[src/evtrc_defs.vh]
`ifndef EVTRC_DEFS_VH
`define EVTRC_DEFS_VH

// number of implemented events
`define EVTRC_NUM_EVT 8

// byte offsets of the registers
`define EVTRC_OFS_CFG 9'h000
`define EVTRC_OFS_CTRL 9'h004
`define EVTRC_OFS_HALT 9'h00C
`define EVTRC_OFS_STOP 9'h010
`define EVTRC_OFS_START 9'h014
`define EVTRC_OFS_COUNT 9'h040
`define EVTRC_OFS_STATE 9'h044
// per event: state enable mask at base+8n, control at base+8n+4
`define EVTRC_OFS_EVT_BASE 9'h100
`define EVTRC_OFS_EVT_LAST 9'h13C

// field positions
`define EVTRC_CFG_MERGE 0
`define EVTRC_CTRL_STOP_L 1
`define EVTRC_CTRL_HALT_L 2
`define EVTRC_CTRL_STOP_H 17
`define EVTRC_CTRL_HALT_H 18
`define EVTRC_EVC_HSEL 4
`define EVTRC_EVC_LDSEL 14
`define EVTRC_EVC_SVAL_LSB 15
`define EVTRC_HIGH_LSB 16

// reset values
`define EVTRC_RST_HALT 1'b1
`define EVTRC_RST_STOP 1'b0
`define EVTRC_RST_MASK 8'h00
`define EVTRC_RST_COUNT 32'h0000_0000
`define EVTRC_RST_STATE 5'h00
`define EVTRC_RST_SMASK 32'h0000_0000

// avalon response codes
`define EVTRC_RESP_OKAY 2'h0
`define EVTRC_RESP_SLVERR 2'h2
`define EVTRC_RESP_DECERR 2'h3

`endif

[src/evtrc_top.v]
// Operation
// a selected halt event stops its counter and blocks all its further events
// halt mask bit n sets low halt flag, bit 16+n sets high halt flag
// halt flag is cleared only by software, never by an event
// a stop event freezes the count yet events stay enabled
// stop mask bit n sets low stop flag, bit 16+n the high one
// a start event clears the stop flag; counting resumes from held value
// start mask bit n clears low stop flag, bit 16+n the high one
// start events leave the halt flag untouched
// halves are accessible separately; merged mode uses only low mask fields
// merge bit set runs one 32-bit counter over both halves
// merge bit clear runs two independent 16-bit counters
// counter writes need halt set, else bus error; reads always allowed
// count register maps low and high counters or merged halves
// software writes a state variable only while its counter halts
// two 5-bit state variables at 4:0 and 20:16, reset zero
// an event occurs only when enabled for the current state
// an occurring event loads or adds to its state variable
// reset sets both halt flags; a set halt forces stop to zero
// mask bits beyond implemented events do nothing and read zero
`timescale 1ns/1ps
`include "evtrc_defs.vh"

module evtrc_top (
    input wire core_clk_i,
    input wire sys_rst_i,
    input wire [8:0] avs_address_i,
    input wire avs_read_i,
    input wire avs_write_i,
    input wire [31:0] avs_writedata_i,
    input wire [3:0] avs_byteenable_i,
    output reg [31:0] avs_readdata_o,
    output reg [1:0] avs_response_o,
    output reg avs_waitrequest_o,
    input wire [`EVTRC_NUM_EVT-1:0] evt_trig_i,
    output reg [`EVTRC_NUM_EVT-1:0] evt_occur_o,
    output wire halt_low_o,
    output wire halt_high_o,
    output wire stop_low_o,
    output wire stop_high_o,
    output wire merge_counters_o,
    output wire [31:0] counter_value_o
);

    localparam NE = `EVTRC_NUM_EVT;

    // byte-lane merge of a write into an old value
    function [31:0] evtrc_wmerge;
        input [31:0] old_v;
        input [31:0] new_v;
        input [3:0] be;
        integer b;
        begin
            evtrc_wmerge = old_v;
            for (b = 0; b < 4; b = b + 1)
                if (be[b])
                    evtrc_wmerge[b*8 +: 8] = new_v[b*8 +: 8];
        end
    endfunction

    // new state from the events of one counter, highest event wins
    function [4:0] evtrc_nxt_state;
        input [4:0] cur;
        input [NE-1:0] occ;
        input [NE-1:0] ldsel;
        input [5*NE-1:0] sval;
        integer k;
        begin
            evtrc_nxt_state = cur;
            for (k = 0; k < NE; k = k + 1)
                if (occ[k])
                    evtrc_nxt_state = ldsel[k] ? sval[k*5 +: 5] :
                        cur + sval[k*5 +: 5];
        end
    endfunction

    reg merge_ff;
    reg halt_l_ff, halt_h_ff, stop_l_ff, stop_h_ff;
    reg [NE-1:0] hmask_l_ff, hmask_h_ff;
    reg [NE-1:0] smask_l_ff, smask_h_ff;
    reg [NE-1:0] gmask_l_ff, gmask_h_ff;
    reg [31:0] count_ff;
    reg [4:0] state_l_ff, state_h_ff;
    reg [31:0] ev_smask_ff [0:NE-1];
    reg [NE-1:0] ev_hsel_ff, ev_ldsel_ff;
    reg [5*NE-1:0] ev_sval_ff;

    reg nxt_merge, nxt_halt_l, nxt_halt_h, nxt_stop_l, nxt_stop_h;
    reg [NE-1:0] nxt_hmask_l, nxt_hmask_h, nxt_smask_l, nxt_smask_h;
    reg [NE-1:0] nxt_gmask_l, nxt_gmask_h;
    reg [31:0] nxt_count;
    reg [4:0] nxt_state_l, nxt_state_h;
    reg [31:0] nxt_rdata;
    reg [1:0] nxt_resp;

    reg [NE-1:0] ev_occ, hi_sel;
    reg halt_ev_l, halt_ev_h, stop_ev_l, stop_ev_h, start_ev_l, start_ev_h;
    reg run_l, run_h;
    reg req, wr_ok, hit_evt, hit_evc;
    reg [2:0] evt_idx;
    reg [31:0] wv, ctrl_rd, mask_rd_h, mask_rd_s, mask_rd_g;
    reg [31:0] cnt_rd, st_rd;
    integer n;
    integer m;

    // event qualification by counter, state and halt
    always @*
    begin
        ev_occ = {NE{1'b0}};
        hi_sel = {NE{1'b0}};
        for (n = 0; n < NE; n = n + 1)
        begin
            hi_sel[n] = ~merge_ff & ev_hsel_ff[n];
            if (hi_sel[n])
                ev_occ[n] = evt_trig_i[n] & ev_smask_ff[n][state_h_ff]
                    & ~halt_h_ff;
            else
                ev_occ[n] = evt_trig_i[n] & ev_smask_ff[n][state_l_ff]
                    & ~halt_l_ff;
        end
    end

    // mask decode into per-counter actions
    always @*
    begin
        halt_ev_l = |(ev_occ & hmask_l_ff);
        halt_ev_h = ~merge_ff & |(ev_occ & hmask_h_ff);
        stop_ev_l = |(ev_occ & smask_l_ff);
        stop_ev_h = ~merge_ff & |(ev_occ & smask_h_ff);
        start_ev_l = |(ev_occ & gmask_l_ff);
        start_ev_h = ~merge_ff & |(ev_occ & gmask_h_ff);
        // no increment in the cycle a halt or stop event lands
        run_l = ~halt_l_ff & ~stop_l_ff & ~halt_ev_l & ~stop_ev_l;
        run_h = ~halt_h_ff & ~stop_h_ff & ~halt_ev_h & ~stop_ev_h;
    end

    // readback views of the registers
    always @*
    begin
        ctrl_rd = 32'h0000_0000;
        ctrl_rd[`EVTRC_CTRL_HALT_L] = halt_l_ff;
        ctrl_rd[`EVTRC_CTRL_STOP_L] = stop_l_ff;
        ctrl_rd[`EVTRC_CTRL_HALT_H] = halt_h_ff;
        ctrl_rd[`EVTRC_CTRL_STOP_H] = stop_h_ff;
        mask_rd_h = 32'h0000_0000;
        mask_rd_s = 32'h0000_0000;
        mask_rd_g = 32'h0000_0000;
        mask_rd_h[NE-1:0] = hmask_l_ff;
        mask_rd_h[`EVTRC_HIGH_LSB +: NE] = hmask_h_ff;
        mask_rd_s[NE-1:0] = smask_l_ff;
        mask_rd_s[`EVTRC_HIGH_LSB +: NE] = smask_h_ff;
        mask_rd_g[NE-1:0] = gmask_l_ff;
        mask_rd_g[`EVTRC_HIGH_LSB +: NE] = gmask_h_ff;
        cnt_rd = count_ff;
        st_rd = 32'h0000_0000;
        st_rd[4:0] = state_l_ff;
        st_rd[`EVTRC_HIGH_LSB +: 5] = state_h_ff;
    end

    // bus decode, read mux and error answer
    always @*
    begin
        req = (avs_read_i | avs_write_i) & avs_waitrequest_o;
        evt_idx = avs_address_i[5:3];
        hit_evt = (avs_address_i >= `EVTRC_OFS_EVT_BASE) &&
            (avs_address_i <= `EVTRC_OFS_EVT_LAST) &&
            (avs_address_i[1:0] == 2'h0);
        hit_evc = hit_evt & avs_address_i[2];
        nxt_rdata = 32'h0000_0000;
        nxt_resp = `EVTRC_RESP_OKAY;
        case (avs_address_i)
            `EVTRC_OFS_CFG: nxt_rdata[`EVTRC_CFG_MERGE] = merge_ff;
            `EVTRC_OFS_CTRL: nxt_rdata = ctrl_rd;
            `EVTRC_OFS_HALT: nxt_rdata = mask_rd_h;
            `EVTRC_OFS_STOP: nxt_rdata = mask_rd_s;
            `EVTRC_OFS_START: nxt_rdata = mask_rd_g;
            `EVTRC_OFS_COUNT:
            begin
                nxt_rdata = cnt_rd;
                // writes to a running half are refused
                if (avs_write_i && ((|avs_byteenable_i[1:0] && !halt_l_ff)
                    || (|avs_byteenable_i[3:2] &&
                    !(merge_ff ? halt_l_ff : halt_h_ff))))
                    nxt_resp = `EVTRC_RESP_SLVERR;
            end
            `EVTRC_OFS_STATE: nxt_rdata = st_rd;
            default:
            begin
                if (hit_evc)
                begin
                    nxt_rdata[`EVTRC_EVC_HSEL] = ev_hsel_ff[evt_idx];
                    nxt_rdata[`EVTRC_EVC_LDSEL] = ev_ldsel_ff[evt_idx];
                    nxt_rdata[`EVTRC_EVC_SVAL_LSB +: 5] =
                        ev_sval_ff[evt_idx*5 +: 5];
                end
                else if (hit_evt)
                    nxt_rdata = ev_smask_ff[evt_idx];
                else
                    nxt_resp = `EVTRC_RESP_DECERR;
            end
        endcase
        if (avs_write_i)
            nxt_rdata = 32'h0000_0000;
        wr_ok = req & avs_write_i & (nxt_resp == `EVTRC_RESP_OKAY);
    end

    // next values of configuration, masks and flags
    always @*
    begin
        nxt_merge = merge_ff;
        nxt_hmask_l = hmask_l_ff;
        nxt_hmask_h = hmask_h_ff;
        nxt_smask_l = smask_l_ff;
        nxt_smask_h = smask_h_ff;
        nxt_gmask_l = gmask_l_ff;
        nxt_gmask_h = gmask_h_ff;
        nxt_halt_l = halt_l_ff;
        nxt_halt_h = halt_h_ff;
        nxt_stop_l = stop_l_ff;
        nxt_stop_h = stop_h_ff;
        wv = 32'h0000_0000;
        if (wr_ok)
        begin
            case (avs_address_i)
                `EVTRC_OFS_CFG:
                begin
                    wv = evtrc_wmerge({31'h0000_0000, merge_ff},
                        avs_writedata_i, avs_byteenable_i);
                    nxt_merge = wv[`EVTRC_CFG_MERGE];
                end
                `EVTRC_OFS_CTRL:
                begin
                    // software alone may drop a halt
                    wv = evtrc_wmerge(ctrl_rd, avs_writedata_i,
                        avs_byteenable_i);
                    nxt_halt_l = wv[`EVTRC_CTRL_HALT_L];
                    nxt_halt_h = wv[`EVTRC_CTRL_HALT_H];
                    nxt_stop_l = wv[`EVTRC_CTRL_STOP_L];
                    nxt_stop_h = wv[`EVTRC_CTRL_STOP_H];
                end
                `EVTRC_OFS_HALT:
                begin
                    wv = evtrc_wmerge(mask_rd_h, avs_writedata_i,
                        avs_byteenable_i);
                    nxt_hmask_l = wv[NE-1:0];
                    nxt_hmask_h = wv[`EVTRC_HIGH_LSB +: NE];
                end
                `EVTRC_OFS_STOP:
                begin
                    wv = evtrc_wmerge(mask_rd_s, avs_writedata_i,
                        avs_byteenable_i);
                    nxt_smask_l = wv[NE-1:0];
                    nxt_smask_h = wv[`EVTRC_HIGH_LSB +: NE];
                end
                `EVTRC_OFS_START:
                begin
                    wv = evtrc_wmerge(mask_rd_g, avs_writedata_i,
                        avs_byteenable_i);
                    nxt_gmask_l = wv[NE-1:0];
                    nxt_gmask_h = wv[`EVTRC_HIGH_LSB +: NE];
                end
                default: wv = 32'h0000_0000;
            endcase
        end
        // hardware set beats software clear on halt; start never touches it
        nxt_halt_l = nxt_halt_l | halt_ev_l;
        nxt_halt_h = nxt_halt_h | halt_ev_h;
        // stop: halt forces zero, stop event wins over start
        if (nxt_halt_l)
            nxt_stop_l = 1'b0;
        else if (stop_ev_l)
            nxt_stop_l = 1'b1;
        else if (start_ev_l)
            nxt_stop_l = 1'b0;
        if (nxt_halt_h)
            nxt_stop_h = 1'b0;
        else if (stop_ev_h)
            nxt_stop_h = 1'b1;
        else if (start_ev_h)
            nxt_stop_h = 1'b0;
    end

    // counter and state variable updates
    always @*
    begin
        nxt_count = count_ff;
        if (merge_ff)
        begin
            if (run_l)
                nxt_count = count_ff + 32'h0000_0001;
        end
        else
        begin
            if (run_l)
                nxt_count[15:0] = count_ff[15:0] + 16'h0001;
            if (run_h)
                nxt_count[31:16] = count_ff[31:16] + 16'h0001;
        end
        if (wr_ok && avs_address_i == `EVTRC_OFS_COUNT)
            nxt_count = evtrc_wmerge(count_ff, avs_writedata_i,
                avs_byteenable_i);
        nxt_state_l = evtrc_nxt_state(state_l_ff, ev_occ & ~hi_sel,
            ev_ldsel_ff, ev_sval_ff);
        nxt_state_h = evtrc_nxt_state(state_h_ff, ev_occ & hi_sel,
            ev_ldsel_ff, ev_sval_ff);
        if (wr_ok && avs_address_i == `EVTRC_OFS_STATE)
        begin
            // a running counter's state is kept
            if (avs_byteenable_i[0] && halt_l_ff)
                nxt_state_l = avs_writedata_i[4:0];
            if (avs_byteenable_i[2] && !merge_ff && halt_h_ff)
                nxt_state_h = avs_writedata_i[20:16];
        end
    end

    // main registers
    always @(posedge core_clk_i or posedge sys_rst_i)
    begin
        if (sys_rst_i)
        begin
            merge_ff <= 1'b0;
            halt_l_ff <= `EVTRC_RST_HALT;
            halt_h_ff <= `EVTRC_RST_HALT;
            stop_l_ff <= `EVTRC_RST_STOP;
            stop_h_ff <= `EVTRC_RST_STOP;
            hmask_l_ff <= `EVTRC_RST_MASK;
            hmask_h_ff <= `EVTRC_RST_MASK;
            smask_l_ff <= `EVTRC_RST_MASK;
            smask_h_ff <= `EVTRC_RST_MASK;
            gmask_l_ff <= `EVTRC_RST_MASK;
            gmask_h_ff <= `EVTRC_RST_MASK;
            count_ff <= `EVTRC_RST_COUNT;
            state_l_ff <= `EVTRC_RST_STATE;
            state_h_ff <= `EVTRC_RST_STATE;
            evt_occur_o <= {NE{1'b0}};
        end
        else
        begin
            merge_ff <= nxt_merge;
            halt_l_ff <= nxt_halt_l;
            halt_h_ff <= nxt_halt_h;
            stop_l_ff <= nxt_stop_l;
            stop_h_ff <= nxt_stop_h;
            hmask_l_ff <= nxt_hmask_l;
            hmask_h_ff <= nxt_hmask_h;
            smask_l_ff <= nxt_smask_l;
            smask_h_ff <= nxt_smask_h;
            gmask_l_ff <= nxt_gmask_l;
            gmask_h_ff <= nxt_gmask_h;
            count_ff <= nxt_count;
            state_l_ff <= nxt_state_l;
            state_h_ff <= nxt_state_h;
            evt_occur_o <= ev_occ;
        end
    end

    // per-event state enables and state actions
    always @(posedge core_clk_i or posedge sys_rst_i)
    begin
        if (sys_rst_i)
        begin
            for (m = 0; m < NE; m = m + 1)
                ev_smask_ff[m] <= `EVTRC_RST_SMASK;
            ev_hsel_ff <= {NE{1'b0}};
            ev_ldsel_ff <= {NE{1'b0}};
            ev_sval_ff <= {5*NE{1'b0}};
        end
        else if (wr_ok && hit_evc)
        begin
            if (avs_byteenable_i[0])
                ev_hsel_ff[evt_idx] <= avs_writedata_i[`EVTRC_EVC_HSEL];
            if (avs_byteenable_i[1])
                ev_ldsel_ff[evt_idx] <= avs_writedata_i[`EVTRC_EVC_LDSEL];
            if (avs_byteenable_i[1] && avs_byteenable_i[2])
                ev_sval_ff[evt_idx*5 +: 5] <=
                    avs_writedata_i[`EVTRC_EVC_SVAL_LSB +: 5];
        end
        else if (wr_ok && hit_evt)
            ev_smask_ff[evt_idx] <= evtrc_wmerge(ev_smask_ff[evt_idx],
                avs_writedata_i, avs_byteenable_i);
    end

    // bus answer: one wait cycle, then one cycle of waitrequest low
    always @(posedge core_clk_i or posedge sys_rst_i)
    begin
        if (sys_rst_i)
        begin
            avs_waitrequest_o <= 1'b1;
            avs_readdata_o <= 32'h0000_0000;
            avs_response_o <= `EVTRC_RESP_OKAY;
        end
        else if (req)
        begin
            avs_waitrequest_o <= 1'b0;
            avs_readdata_o <= nxt_rdata;
            avs_response_o <= nxt_resp;
        end
        else
        begin
            avs_waitrequest_o <= 1'b1;
            avs_readdata_o <= 32'h0000_0000;
            avs_response_o <= `EVTRC_RESP_OKAY;
        end
    end

    assign halt_low_o = halt_l_ff;
    assign halt_high_o = halt_h_ff;
    assign stop_low_o = stop_l_ff;
    assign stop_high_o = stop_h_ff;
    assign merge_counters_o = merge_ff;
    assign counter_value_o = count_ff;

endmodule // evtrc_top

[config.mk]
export PLATFORM = sky130hd
export DESIGN_NAME = evtrc_top
export DESIGN_NICKNAME = d
export VERILOG_FILES = /design/src/evtrc_top.v
export VERILOG_INCLUDE_DIRS = /design/src
export SDC_FILE = /design/constraint.sdc
export NUM_CORES = 2
export LEC_CHECK = 0
export ABC_AREA = 1
export BUFFER_PORTS_ARGS = -buffer_cell sky130_fd_sc_hd__buf_2
export CAP_MARGIN = 20
export CELL_PAD_IN_SITES_DETAIL_PLACEMENT = 0
export CELL_PAD_IN_SITES_GLOBAL_PLACEMENT = 1
export CORE_MARGIN = 10
export CORE_UTILIZATION = 46
export DETAILED_ROUTE_END_ITERATION = 16
export PLACE_DENSITY = 0.8
export SLEW_MARGIN = 20
export SYNTH_ARGS = -nofsm -noshare
export SYNTH_HDL_FRONTEND = slang
export SYNTH_SLANG_ARGS = --single-unit
[constraint.sdc]
create_clock -name core_clk_i -period 16.5 [get_ports core_clk_i]
set_input_delay 0.825 -clock core_clk_i [delete_from_list [all_inputs] [get_ports core_clk_i]]
set_output_delay 0.825 -clock core_clk_i [all_outputs]
set_load 0.02 [all_outputs]
======== Word-level counts from Yosys, hierarchy flattened ========
Index checks and enable logic that the tools add are counted.
cells by class
  shift-type cells ........................ 3
  equal/unequal tests ..................... 11
  div/mod/pow operators ................... 0
  bitwise logic cells ..................... 76
  $lt $le $gt $ge ......................... 8
  add/subtract/negate cells ............... 20
  mux-type cells .......................... 145
  reduce and logical (&&, ||, !) cells .... 56
  multiply operators ...................... 1
operator list
  cell                                                                     number
  32-bit two-way mux                                                       9
  256-bit bitwise mux                                                      1
  31-bit case mux with 7 select lines                                      1
  5-bit two-way mux                                                        36
  8-bit two-way mux                                                        16
  32-bit binary-select mux with 3-bit select                               1
  32-bit demux with 3-bit select                                           1
  5-bit adder                                                              16
  1-bit binary-select mux with 5-bit select                                16
  8-bit bitwise AND                                                        8
  1-bit bitwise AND                                                        53
  8-bit OR reduction                                                       6
  1-bit two-way mux                                                        44
  40-bit bitwise mux                                                       1
  5-bit by 34-bit variable shift with 40-bit output, first input constant  1
  40-bit by 7-bit variable part select with 5-bit output                   1
  5-bit by 34-bit variable part select with 40-bit output                  1
  6-bit negation with 34-bit output                                        1
  3-bit AND reduction                                                      11
  16-bit by 1-bit adder with 16-bit output, second input constant          2
  32-bit by 1-bit adder with 32-bit output, second input constant          1
  16-bit two-way mux                                                       2
  4-bit nonzero test                                                       6
  9-bit by 5-bit equality test with 1-bit output, second input constant    2
  other kinds (38)                                                         83
word-level totals
  memory bits (read-only) ................. 0
  memories kept ........................... 0
  bits in latches ......................... 0
  output and inout bits ................... 80
  memory bits (writable) .................. 0
  flip-flop bits (word level) ............. 450

======== Depth between registers and ports, before layout ========
  depth after elaboration ................. 16
  mapped depth ............................ 23
  depth with buffers taken out ............ 21

======== Worst setup path before layout ========
No wires, ideal clock.
  path kind ............................... input-to-reg
  from .................................... in avs_address_i[0]
  to ...................................... reg ev_smask_ff[165] (netlist bit)
  slack ................................... 13,448 ps
  required time ........................... 16,375 ps
  stages on the path ...................... 13
  data arrival time ....................... 2,928 ps
  cell sequence ........................... or2_1 clkbuf_1 nor4_1 nand2_1 nand4_2 nand2_1 nand2_1 nand3_4 inv_4 nand2_8 nor2_8 buf_6 mux2_2
on the way
  word-level cells in the longest chain between the ends .. 11
ends and longest elaborated chain
  element                                                                             line                              source
  from (decl)                                                                         evtrc_top.v:27                    input wire [8:0] avs_address_i,
  9-bit greater-or-equal comparator (no line) or 9-bit <= comparator (tied branches)  --
  1-bit logical AND (2 in series)                                                     evtrc_top.v:165                   hit_evt = (avs_address_i >= `EVTRC_OFS_EVT_BASE) &&
  2-bit two-way mux or 1-bit bitwise AND (tied branches)                              evtrc_top.v:196, evtrc_top.v:168
  2-bit two-way mux                                                                   evtrc_top.v:189                   if (hit_evc)
  2-bit case mux with 2 select lines                                                  evtrc_top.v:171                   case (avs_address_i)
  2-bit logical NOT (no line)                                                         --
  1-bit bitwise AND                                                                   evtrc_top.v:204                   wr_ok = req & avs_write_i & (nxt_resp == `EVTRC_RESP_OKAY);
  1-bit logical AND                                                                   evtrc_top.v:368                   else if (wr_ok && hit_evc)
  1-bit NOT (no line)                                                                 --
  2-bit AND reduction (no line) *                                                     --
  to (signal, indexed assignment)                                                     evtrc_top.v:363                   ev_smask_ff[m] <= `EVTRC_RST_SMASK;
  to (signal, indexed assignment)                                                     evtrc_top.v:379                   ev_smask_ff[evt_idx] <= evtrc_wmerge(ev_smask_ff[evt_idx],
  to (decl)                                                                           evtrc_top.v:84                    reg [31:0] ev_smask_ff [0:NE-1];
Every way passes the cells marked *; elsewhere a longest branch is shown, timed or not.
A chain may end at the register's enable or synchronous reset.

======== Final worst setup path ========
  from .................................... reg state_h_ff[1] (netlist: evtrc_nxt_state.cur[1])
  to ...................................... reg state_l_ff[2]
RTL lines
  element                                      line             source
  from (decl)                                  evtrc_top.v:83   reg [4:0] state_l_ff, state_h_ff;
  from (signal assigned)                       evtrc_top.v:334  state_h_ff <= `EVTRC_RST_STATE;
  from (signal assigned)                       evtrc_top.v:352  state_h_ff <= nxt_state_h;
  1-bit binary-select mux with 5-bit select *  evtrc_top.v:115  ev_occ[n] = evt_trig_i[n] & ev_smask_ff[n][state_h_ff]
  1-bit two-way mux (implied by the code) *    evtrc_top.v:115
  1-bit bitwise AND *                          evtrc_top.v:115
  1-bit bitwise AND *                          evtrc_top.v:116  & ~halt_h_ff;
  1-bit two-way mux *                          evtrc_top.v:114  if (hi_sel[n])
  net ev_occ[3]                                evtrc_top.v:96   reg [NE-1:0] ev_occ, hi_sel;
  8-bit bitwise AND *                          evtrc_top.v:302  nxt_state_l = evtrc_nxt_state(state_l_ff, ev_occ & ~hi_sel,
  5-bit two-way mux * (5 in series)            evtrc_top.v:71   if (occ[k])
  5-bit two-way mux                            evtrc_top.v:309  if (avs_byteenable_i[0] && halt_l_ff)
  5-bit two-way mux *                          evtrc_top.v:306  if (wr_ok && avs_address_i == `EVTRC_OFS_STATE)
  net nxt_state_l[2]                           evtrc_top.v:92   reg [4:0] nxt_state_l, nxt_state_h;
  to (signal assigned)                         evtrc_top.v:333  state_l_ff <= `EVTRC_RST_STATE;
  to (signal assigned)                         evtrc_top.v:351  state_l_ff <= nxt_state_l;
  to (decl)                                    evtrc_top.v:83
The timed path passes the listed nets; every way through them passes the cells marked *. The select of a mux whose other input is x is not followed.

==> run_summary.xml <==
<?xml version="1.0" encoding="UTF-8"?>
<metrics>
  <group name="global_route">
    <metric name="gr-total-overflow" unit="">0</metric>
    <metric name="antenna_found_initial" unit="">5</metric>
    <metric name="grt_pass1_vias" unit="">29600</metric>
    <metric name="grt_first_pass_wirelength" unit="um">200000</metric>
    <metric name="met3_routing_resource_usage_after_global_routing" unit="%">8.07</metric>
    <metric name="track_usage" unit="%">34.1</metric>
    <metric name="globalRoute.busiestLayer" unit="">met2</metric>
    <metric name="gr-usage-met2" unit="%">50.7</metric>
    <metric name="largest_net_degree_at_the_start_of_global_routing" unit="">144</metric>
    <metric name="groute.layer.met1.usage" unit="%">46.3</metric>
  </group>
  <group name="synthesis">
    <metric name="async_flop_share" unit="%">100</metric>
    <metric name="yosys.cell_types.count" unit="">60</metric>
    <metric name="synth_instances" unit="">4194</metric>
    <metric name="ys_dominant_reg_cell" unit="">sky130_fd_sc_hd__dfrtp_1</metric>
    <metric name="post_synth_and_or_nand_nor_area_fraction" unit="%">28.8</metric>
    <metric name="synth_seq_cells" unit="">450</metric>
    <metric name="synth.area.mux_share" unit="%">4.70</metric>
    <metric name="post_synth_xor_area_fraction" unit="%">1.55</metric>
    <metric name="synthesis.yosys.warnings" unit="">0</metric>
    <metric name="synth-seq-area-share" unit="%">37.0</metric>
    <metric name="synthesized_netlist_net_count" unit="">4338</metric>
    <metric name="main_combinational_cell_family_by_area_after_synthesis" unit="">simple AND/OR/NAND/NOR gates</metric>
    <metric name="mappedNetlistArea" unit="sq um">30400</metric>
    <metric name="netlist.top_cell.by_area" unit="">sky130_fd_sc_hd__dfrtp_1</metric>
    <metric name="synth_area_leaders" unit="">sky130_fd_sc_hd__dfrtp_1, sky130_fd_sc_hd__nand2_1, sky130_fd_sc_hd__nand3_1, sky130_fd_sc_hd__o21ai_0, sky130_fd_sc_hd__inv_1</metric>
    <metric name="post_synth_fa_ha_maj_area_fraction" unit="%">3.97</metric>
    <metric name="avgSynthCellArea" unit="sq um">7.26</metric>
    <metric name="number_of_enable_type_register_cells_in_the_synthesized_netlist" unit="">0</metric>
    <metric name="synth_compound_area_share" unit="%">15.9</metric>
    <metric name="synth_largest_type_area_fraction" unit="%">36.8</metric>
  </group>
  <group name="drt">
    <metric name="detailroute.via_count" unit="">31500</metric>
    <metric name="totalWireLength" unit="um">136000</metric>
    <metric name="final_antenna_net_count" unit="">0</metric>
    <metric name="detailedRoute.firstPassIterationCount" unit="">6</metric>
    <metric name="drt_first_iter_violations" unit="">4276</metric>
    <metric name="average_detailed_routed_wire_length_per_instance" unit="um">26.6</metric>
    <metric name="via_per_inst" unit="">6.15</metric>
    <metric name="drc" unit="">0</metric>
  </group>
  <group name="finish">
    <metric name="final_layout_size_suffix_gt1_share" unit="%">10.3</metric>
    <metric name="area.growth.synth_to_final" unit="%">9.41</metric>
    <metric name="insertedDiodeCount" unit="">0</metric>
    <metric name="final_nets" unit="">4351</metric>
  </group>
  <group name="worst_setup_path">
    <metric name="r2r_end" unit="">state_l_ff[2]$_DFF_PP0_</metric>
    <metric name="path_delay_family" unit="">buffers and inverters</metric>
    <metric name="worst_setup_path_end_kind" unit="">flop</metric>
    <metric name="setup_slack_of_the_most_critical_reg_to_reg_path" unit="ns">10.98</metric>
    <metric name="cpPeakStageDelay" unit="ns">0.91</metric>
    <metric name="worst-path-max-fanout" unit="">44</metric>
    <metric name="setup.worst_path.start_class" unit="">flop</metric>
    <metric name="critical_path.reg2reg.startpoint" unit="">evtrc_nxt_state.cur[1]$_DFF_PP0_</metric>
    <metric name="timing_worst_setup_path_type" unit="">flop to flop</metric>
    <metric name="crit_buf_inv" unit="">5</metric>
    <metric name="worstPathCellList" unit="">buf_4, clkinv_2, buf_4, nand3_1, nand3_1, nand2_1, nand2_1, nand3_1, nand3_1, a21boi_1, nand2_1, inv_1, nand2_1, nand2_1, inv_1, nand2_1, nand2_1, nand2_1, nand2_1, a21oi_1</metric>
    <metric name="critical-path-top-cell-by-count" unit="">sky130_fd_sc_hd__nand2_1</metric>
    <metric name="worst_path_max_delay_cell" unit="">sky130_fd_sc_hd__clkinv_2</metric>
    <metric name="critical_path.startpoint" unit="">evtrc_nxt_state.cur[1]$_DFF_PP0_</metric>
    <metric name="worst_ep_arrival_time" unit="ns">6.05</metric>
    <metric name="worst-r2r-cell-count" unit="">20</metric>
    <metric name="cp.required" unit="ns">17.03</metric>
  </group>
  <group name="timing">
    <metric name="min_period_over_period" unit="%">33.4</metric>
    <metric name="max_clock_freq" unit="MHz">181</metric>
    <metric name="fin_setup_tns" unit="ns">0</metric>
    <metric name="fin_hold_ws" unit="ns">0.374</metric>
    <metric name="tightest_slew" unit="ns">1.18</metric>
    <metric name="rsz_0062_raised_after_global_routing" unit="">false</metric>
    <metric name="finalHoldViolations" unit="">0</metric>
    <metric name="slew_headroom" unit="%">21.0</metric>
    <metric name="drv_slew" unit="">0</metric>
    <metric name="fin_crit" unit="ns">5.52</metric>
    <metric name="setup_violations" unit="">0</metric>
    <metric name="clock-skew-final" unit="ns">0.0338</metric>
  </group>
  <group name="clock_tree">
    <metric name="htreeDepth" unit="">2</metric>
    <metric name="ctsRootBufferMaster" unit="">sky130_fd_sc_hd__clkbuf_16</metric>
    <metric name="clock_path_buffers" unit="">3</metric>
    <metric name="ctsResizeCount" unit="">0</metric>
    <metric name="cts_hold_repair.buffers" unit="">0</metric>
    <metric name="cts_made_buffers" unit="">52</metric>
    <metric name="cts_setup_buffers" unit="">0</metric>
    <metric name="cts_tree" unit="">built</metric>
    <metric name="worst_skew_pair.late_latency" unit="ns">0.63</metric>
    <metric name="clock_sinks" unit="">450</metric>
    <metric name="clk_pin_slew" unit="ns">0.06</metric>
  </group>
  <group name="floorplanning">
    <metric name="fp.dieH" unit="um">277</metric>
    <metric name="core.rowCount" unit="">94</metric>
    <metric name="die-width" unit="um">277</metric>
    <metric name="boundaryPins" unit="">137</metric>
    <metric name="initial_core_util" unit="%">46.4</metric>
    <metric name="floorplan.die_area" unit="sq um">76800</metric>
    <metric name="floorplan.core_area" unit="sq um">65600</metric>
  </group>
  <group name="pwr">
    <metric name="power_density" unit="nW/um^2">81.1</metric>
    <metric name="power_leakage" unit="uW">0.0161</metric>
    <metric name="peak_supply_drop" unit="uV">88.4</metric>
  </group>
  <group name="flow_run">
    <metric name="timing.max_cap.violations" unit="">0</metric>
  </group>
  <group name="run_status">
    <metric name="status" unit="">finished, final reports clean</metric>
  </group>
  <group name="placed_design">
    <metric name="io_buffers" unit="">136</metric>
    <metric name="gpl.final_weighted_congestion" unit="">1.00</metric>
    <metric name="detailedPlacementHpwl" unit="um">95700</metric>
  </group>
  <group name="hold_path">
    <metric name="hold_path_class" unit="">primary input to asynchronous set/reset pin</metric>
  </group>
</metrics>
## registers in the layout (all words and copies together) (netlist names), 5 cells and up
name,count
avs_readdata_o,32
counter_value_o,32
ev_hsel_ff,8
ev_ldsel_ff,8
ev_smask_ff,256
ev_sval_ff,40
evt_occur_o,8
evtrc_nxt_state.cur,5
gmask_h_ff,8
gmask_l_ff,8
hmask_h_ff,8
hmask_l_ff,8
smask_h_ff,8
smask_l_ff,8
state_l_ff,5
## per-layer routing
metal,share of wire (%),up-vias
li1,-,14200
met2,43,1903
met3,11,347
met4,4.8,4
met5,0.013,-
met1,41,15100
## cells in the final DEF, fill, tap and decap left out, types with 16 or more instances in the layout
cell type and instances:
sky130_fd_sc_hd__o21ai_1 34, sky130_fd_sc_hd__fa_1 16, sky130_fd_sc_hd__o2111ai_1 26, sky130_fd_sc_hd__a31oi_1 50
sky130_fd_sc_hd__a21o_1 16, sky130_fd_sc_hd__a221oi_1 54, sky130_fd_sc_hd__xor2_1 43, sky130_fd_sc_hd__nor2_1 200
sky130_fd_sc_hd__clkbuf_16 53, sky130_fd_sc_hd__nand4_1 24, sky130_fd_sc_hd__inv_1 333, sky130_fd_sc_hd__nand2_1 1296
sky130_fd_sc_hd__buf_4 42, sky130_fd_sc_hd__o22ai_1 54, sky130_fd_sc_hd__a22oi_1 36, sky130_fd_sc_hd__mux2_2 111
sky130_fd_sc_hd__ha_1 71, sky130_fd_sc_hd__a21oi_1 162, sky130_fd_sc_hd__dfrtp_1 441, sky130_fd_sc_hd__buf_2 136
sky130_fd_sc_hd__a211oi_1 19, sky130_fd_sc_hd__mux2_1 16, sky130_fd_sc_hd__o21ai_0 349, sky130_fd_sc_hd__nand3_1 489
## synthesized netlist by cell type, types with 4 or more instances
| master | instances |
|---|---|
| sky130_fd_sc_hd__a31oi_1 | 50 |
| sky130_fd_sc_hd__nor3_2 | 4 |
| sky130_fd_sc_hd__clkinv_1 | 9 |
| sky130_fd_sc_hd__nor3_1 | 16 |
| sky130_fd_sc_hd__nor4_1 | 5 |
| sky130_fd_sc_hd__a211oi_1 | 19 |
| sky130_fd_sc_hd__a21oi_1 | 162 |
| sky130_fd_sc_hd__nand2_1 | 1297 |
| sky130_fd_sc_hd__ha_1 | 71 |
| sky130_fd_sc_hd__o22ai_1 | 54 |
| sky130_fd_sc_hd__o2111ai_1 | 26 |
| sky130_fd_sc_hd__nand3_1 | 489 |
| sky130_fd_sc_hd__a311oi_1 | 5 |
| sky130_fd_sc_hd__o211ai_1 | 5 |
| sky130_fd_sc_hd__buf_6 | 12 |
| sky130_fd_sc_hd__buf_2 | 85 |
| sky130_fd_sc_hd__mux2_1 | 16 |
| sky130_fd_sc_hd__o21ai_0 | 349 |
| sky130_fd_sc_hd__mux2_2 | 111 |
| sky130_fd_sc_hd__nor2_2 | 5 |
| sky130_fd_sc_hd__buf_4 | 21 |
| sky130_fd_sc_hd__nor2_1 | 205 |
| sky130_fd_sc_hd__o21a_1 | 4 |
| sky130_fd_sc_hd__xnor2_1 | 11 |
| sky130_fd_sc_hd__buf_1 | 10 |
| sky130_fd_sc_hd__clkbuf_1 | 91 |
| sky130_fd_sc_hd__xor2_1 | 43 |
| sky130_fd_sc_hd__inv_2 | 8 |
| sky130_fd_sc_hd__nand4_1 | 24 |
| sky130_fd_sc_hd__dfrtp_1 | 447 |
| sky130_fd_sc_hd__inv_1 | 335 |
| sky130_fd_sc_hd__fa_1 | 16 |
| sky130_fd_sc_hd__a21o_1 | 16 |
| sky130_fd_sc_hd__nand3_2 | 7 |
| sky130_fd_sc_hd__o21ai_1 | 34 |
| sky130_fd_sc_hd__a22oi_1 | 36 |
| sky130_fd_sc_hd__a221oi_1 | 54 |
| sky130_fd_sc_hd__nor2_8 | 7 |
## metrics by stage
stage | instances | worst slack, ns | total power, uW | utilization (%) | area, sq um
2_1_floorplan | 4194 | 3.14 | 1320 | - | 30400
3_3_place_gp | 5017 | 11.10 | 1470 | 48.0 | 31500
3_5_place_dp | 5017 | 11.09 | 1460 | 48.0 | 31500
4_1_cts | 5114 | 11.39 | 2690 | 50.7 | 33300
5_1_grt | 5114 | 10.98 | 2760 | 50.7 | 33300
6_report | 5114 | 10.98 | 2700 | 50.7 | 33300
## cells by family (layout without fill, tap and decap cells)
family,after synthesis,in the layout
mux,127,127
flops,450,450
fa+ha+maj,87,87
compound gates,828,828
xor+xnor,54,54
buf+inv,574,630
simple gates,2074,2074
## cell type report
class	instances	area, sq um
multi-input combinational	3170	16800
clock buffer	76	1540
sequential	450	11300
clock inverter	21	260
fill	6723	32300
timing repair buffer	179	1020
tap	864	1080
inverter	354	1350
## power by group
part	total [uW]	internal [uW]	switching, uW
combinational	312	71.7	240
sequential	1150	1120	30.2
clock	1240	728	515
## worst max path at each step
stage,to,slack (ns),cells past startpoint
2_1_floorplan,avs_readdata_o[0]$_DFF_PP0_,3.14,1
3_3_place_gp,counter_value_o[12]$_DFFE_PP0P_,11.10,17
3_5_place_dp,counter_value_o[11]$_DFFE_PP0P_,11.09,17
4_1_cts,state_l_ff[2]$_DFF_PP0_,11.39,20
5_1_grt,counter_value_o[24]$_DFFE_PP0P_,10.98,21
6_report,state_l_ff[2]$_DFF_PP0_,10.98,20
No activity file was read; power rests on OpenSTA's default activity.
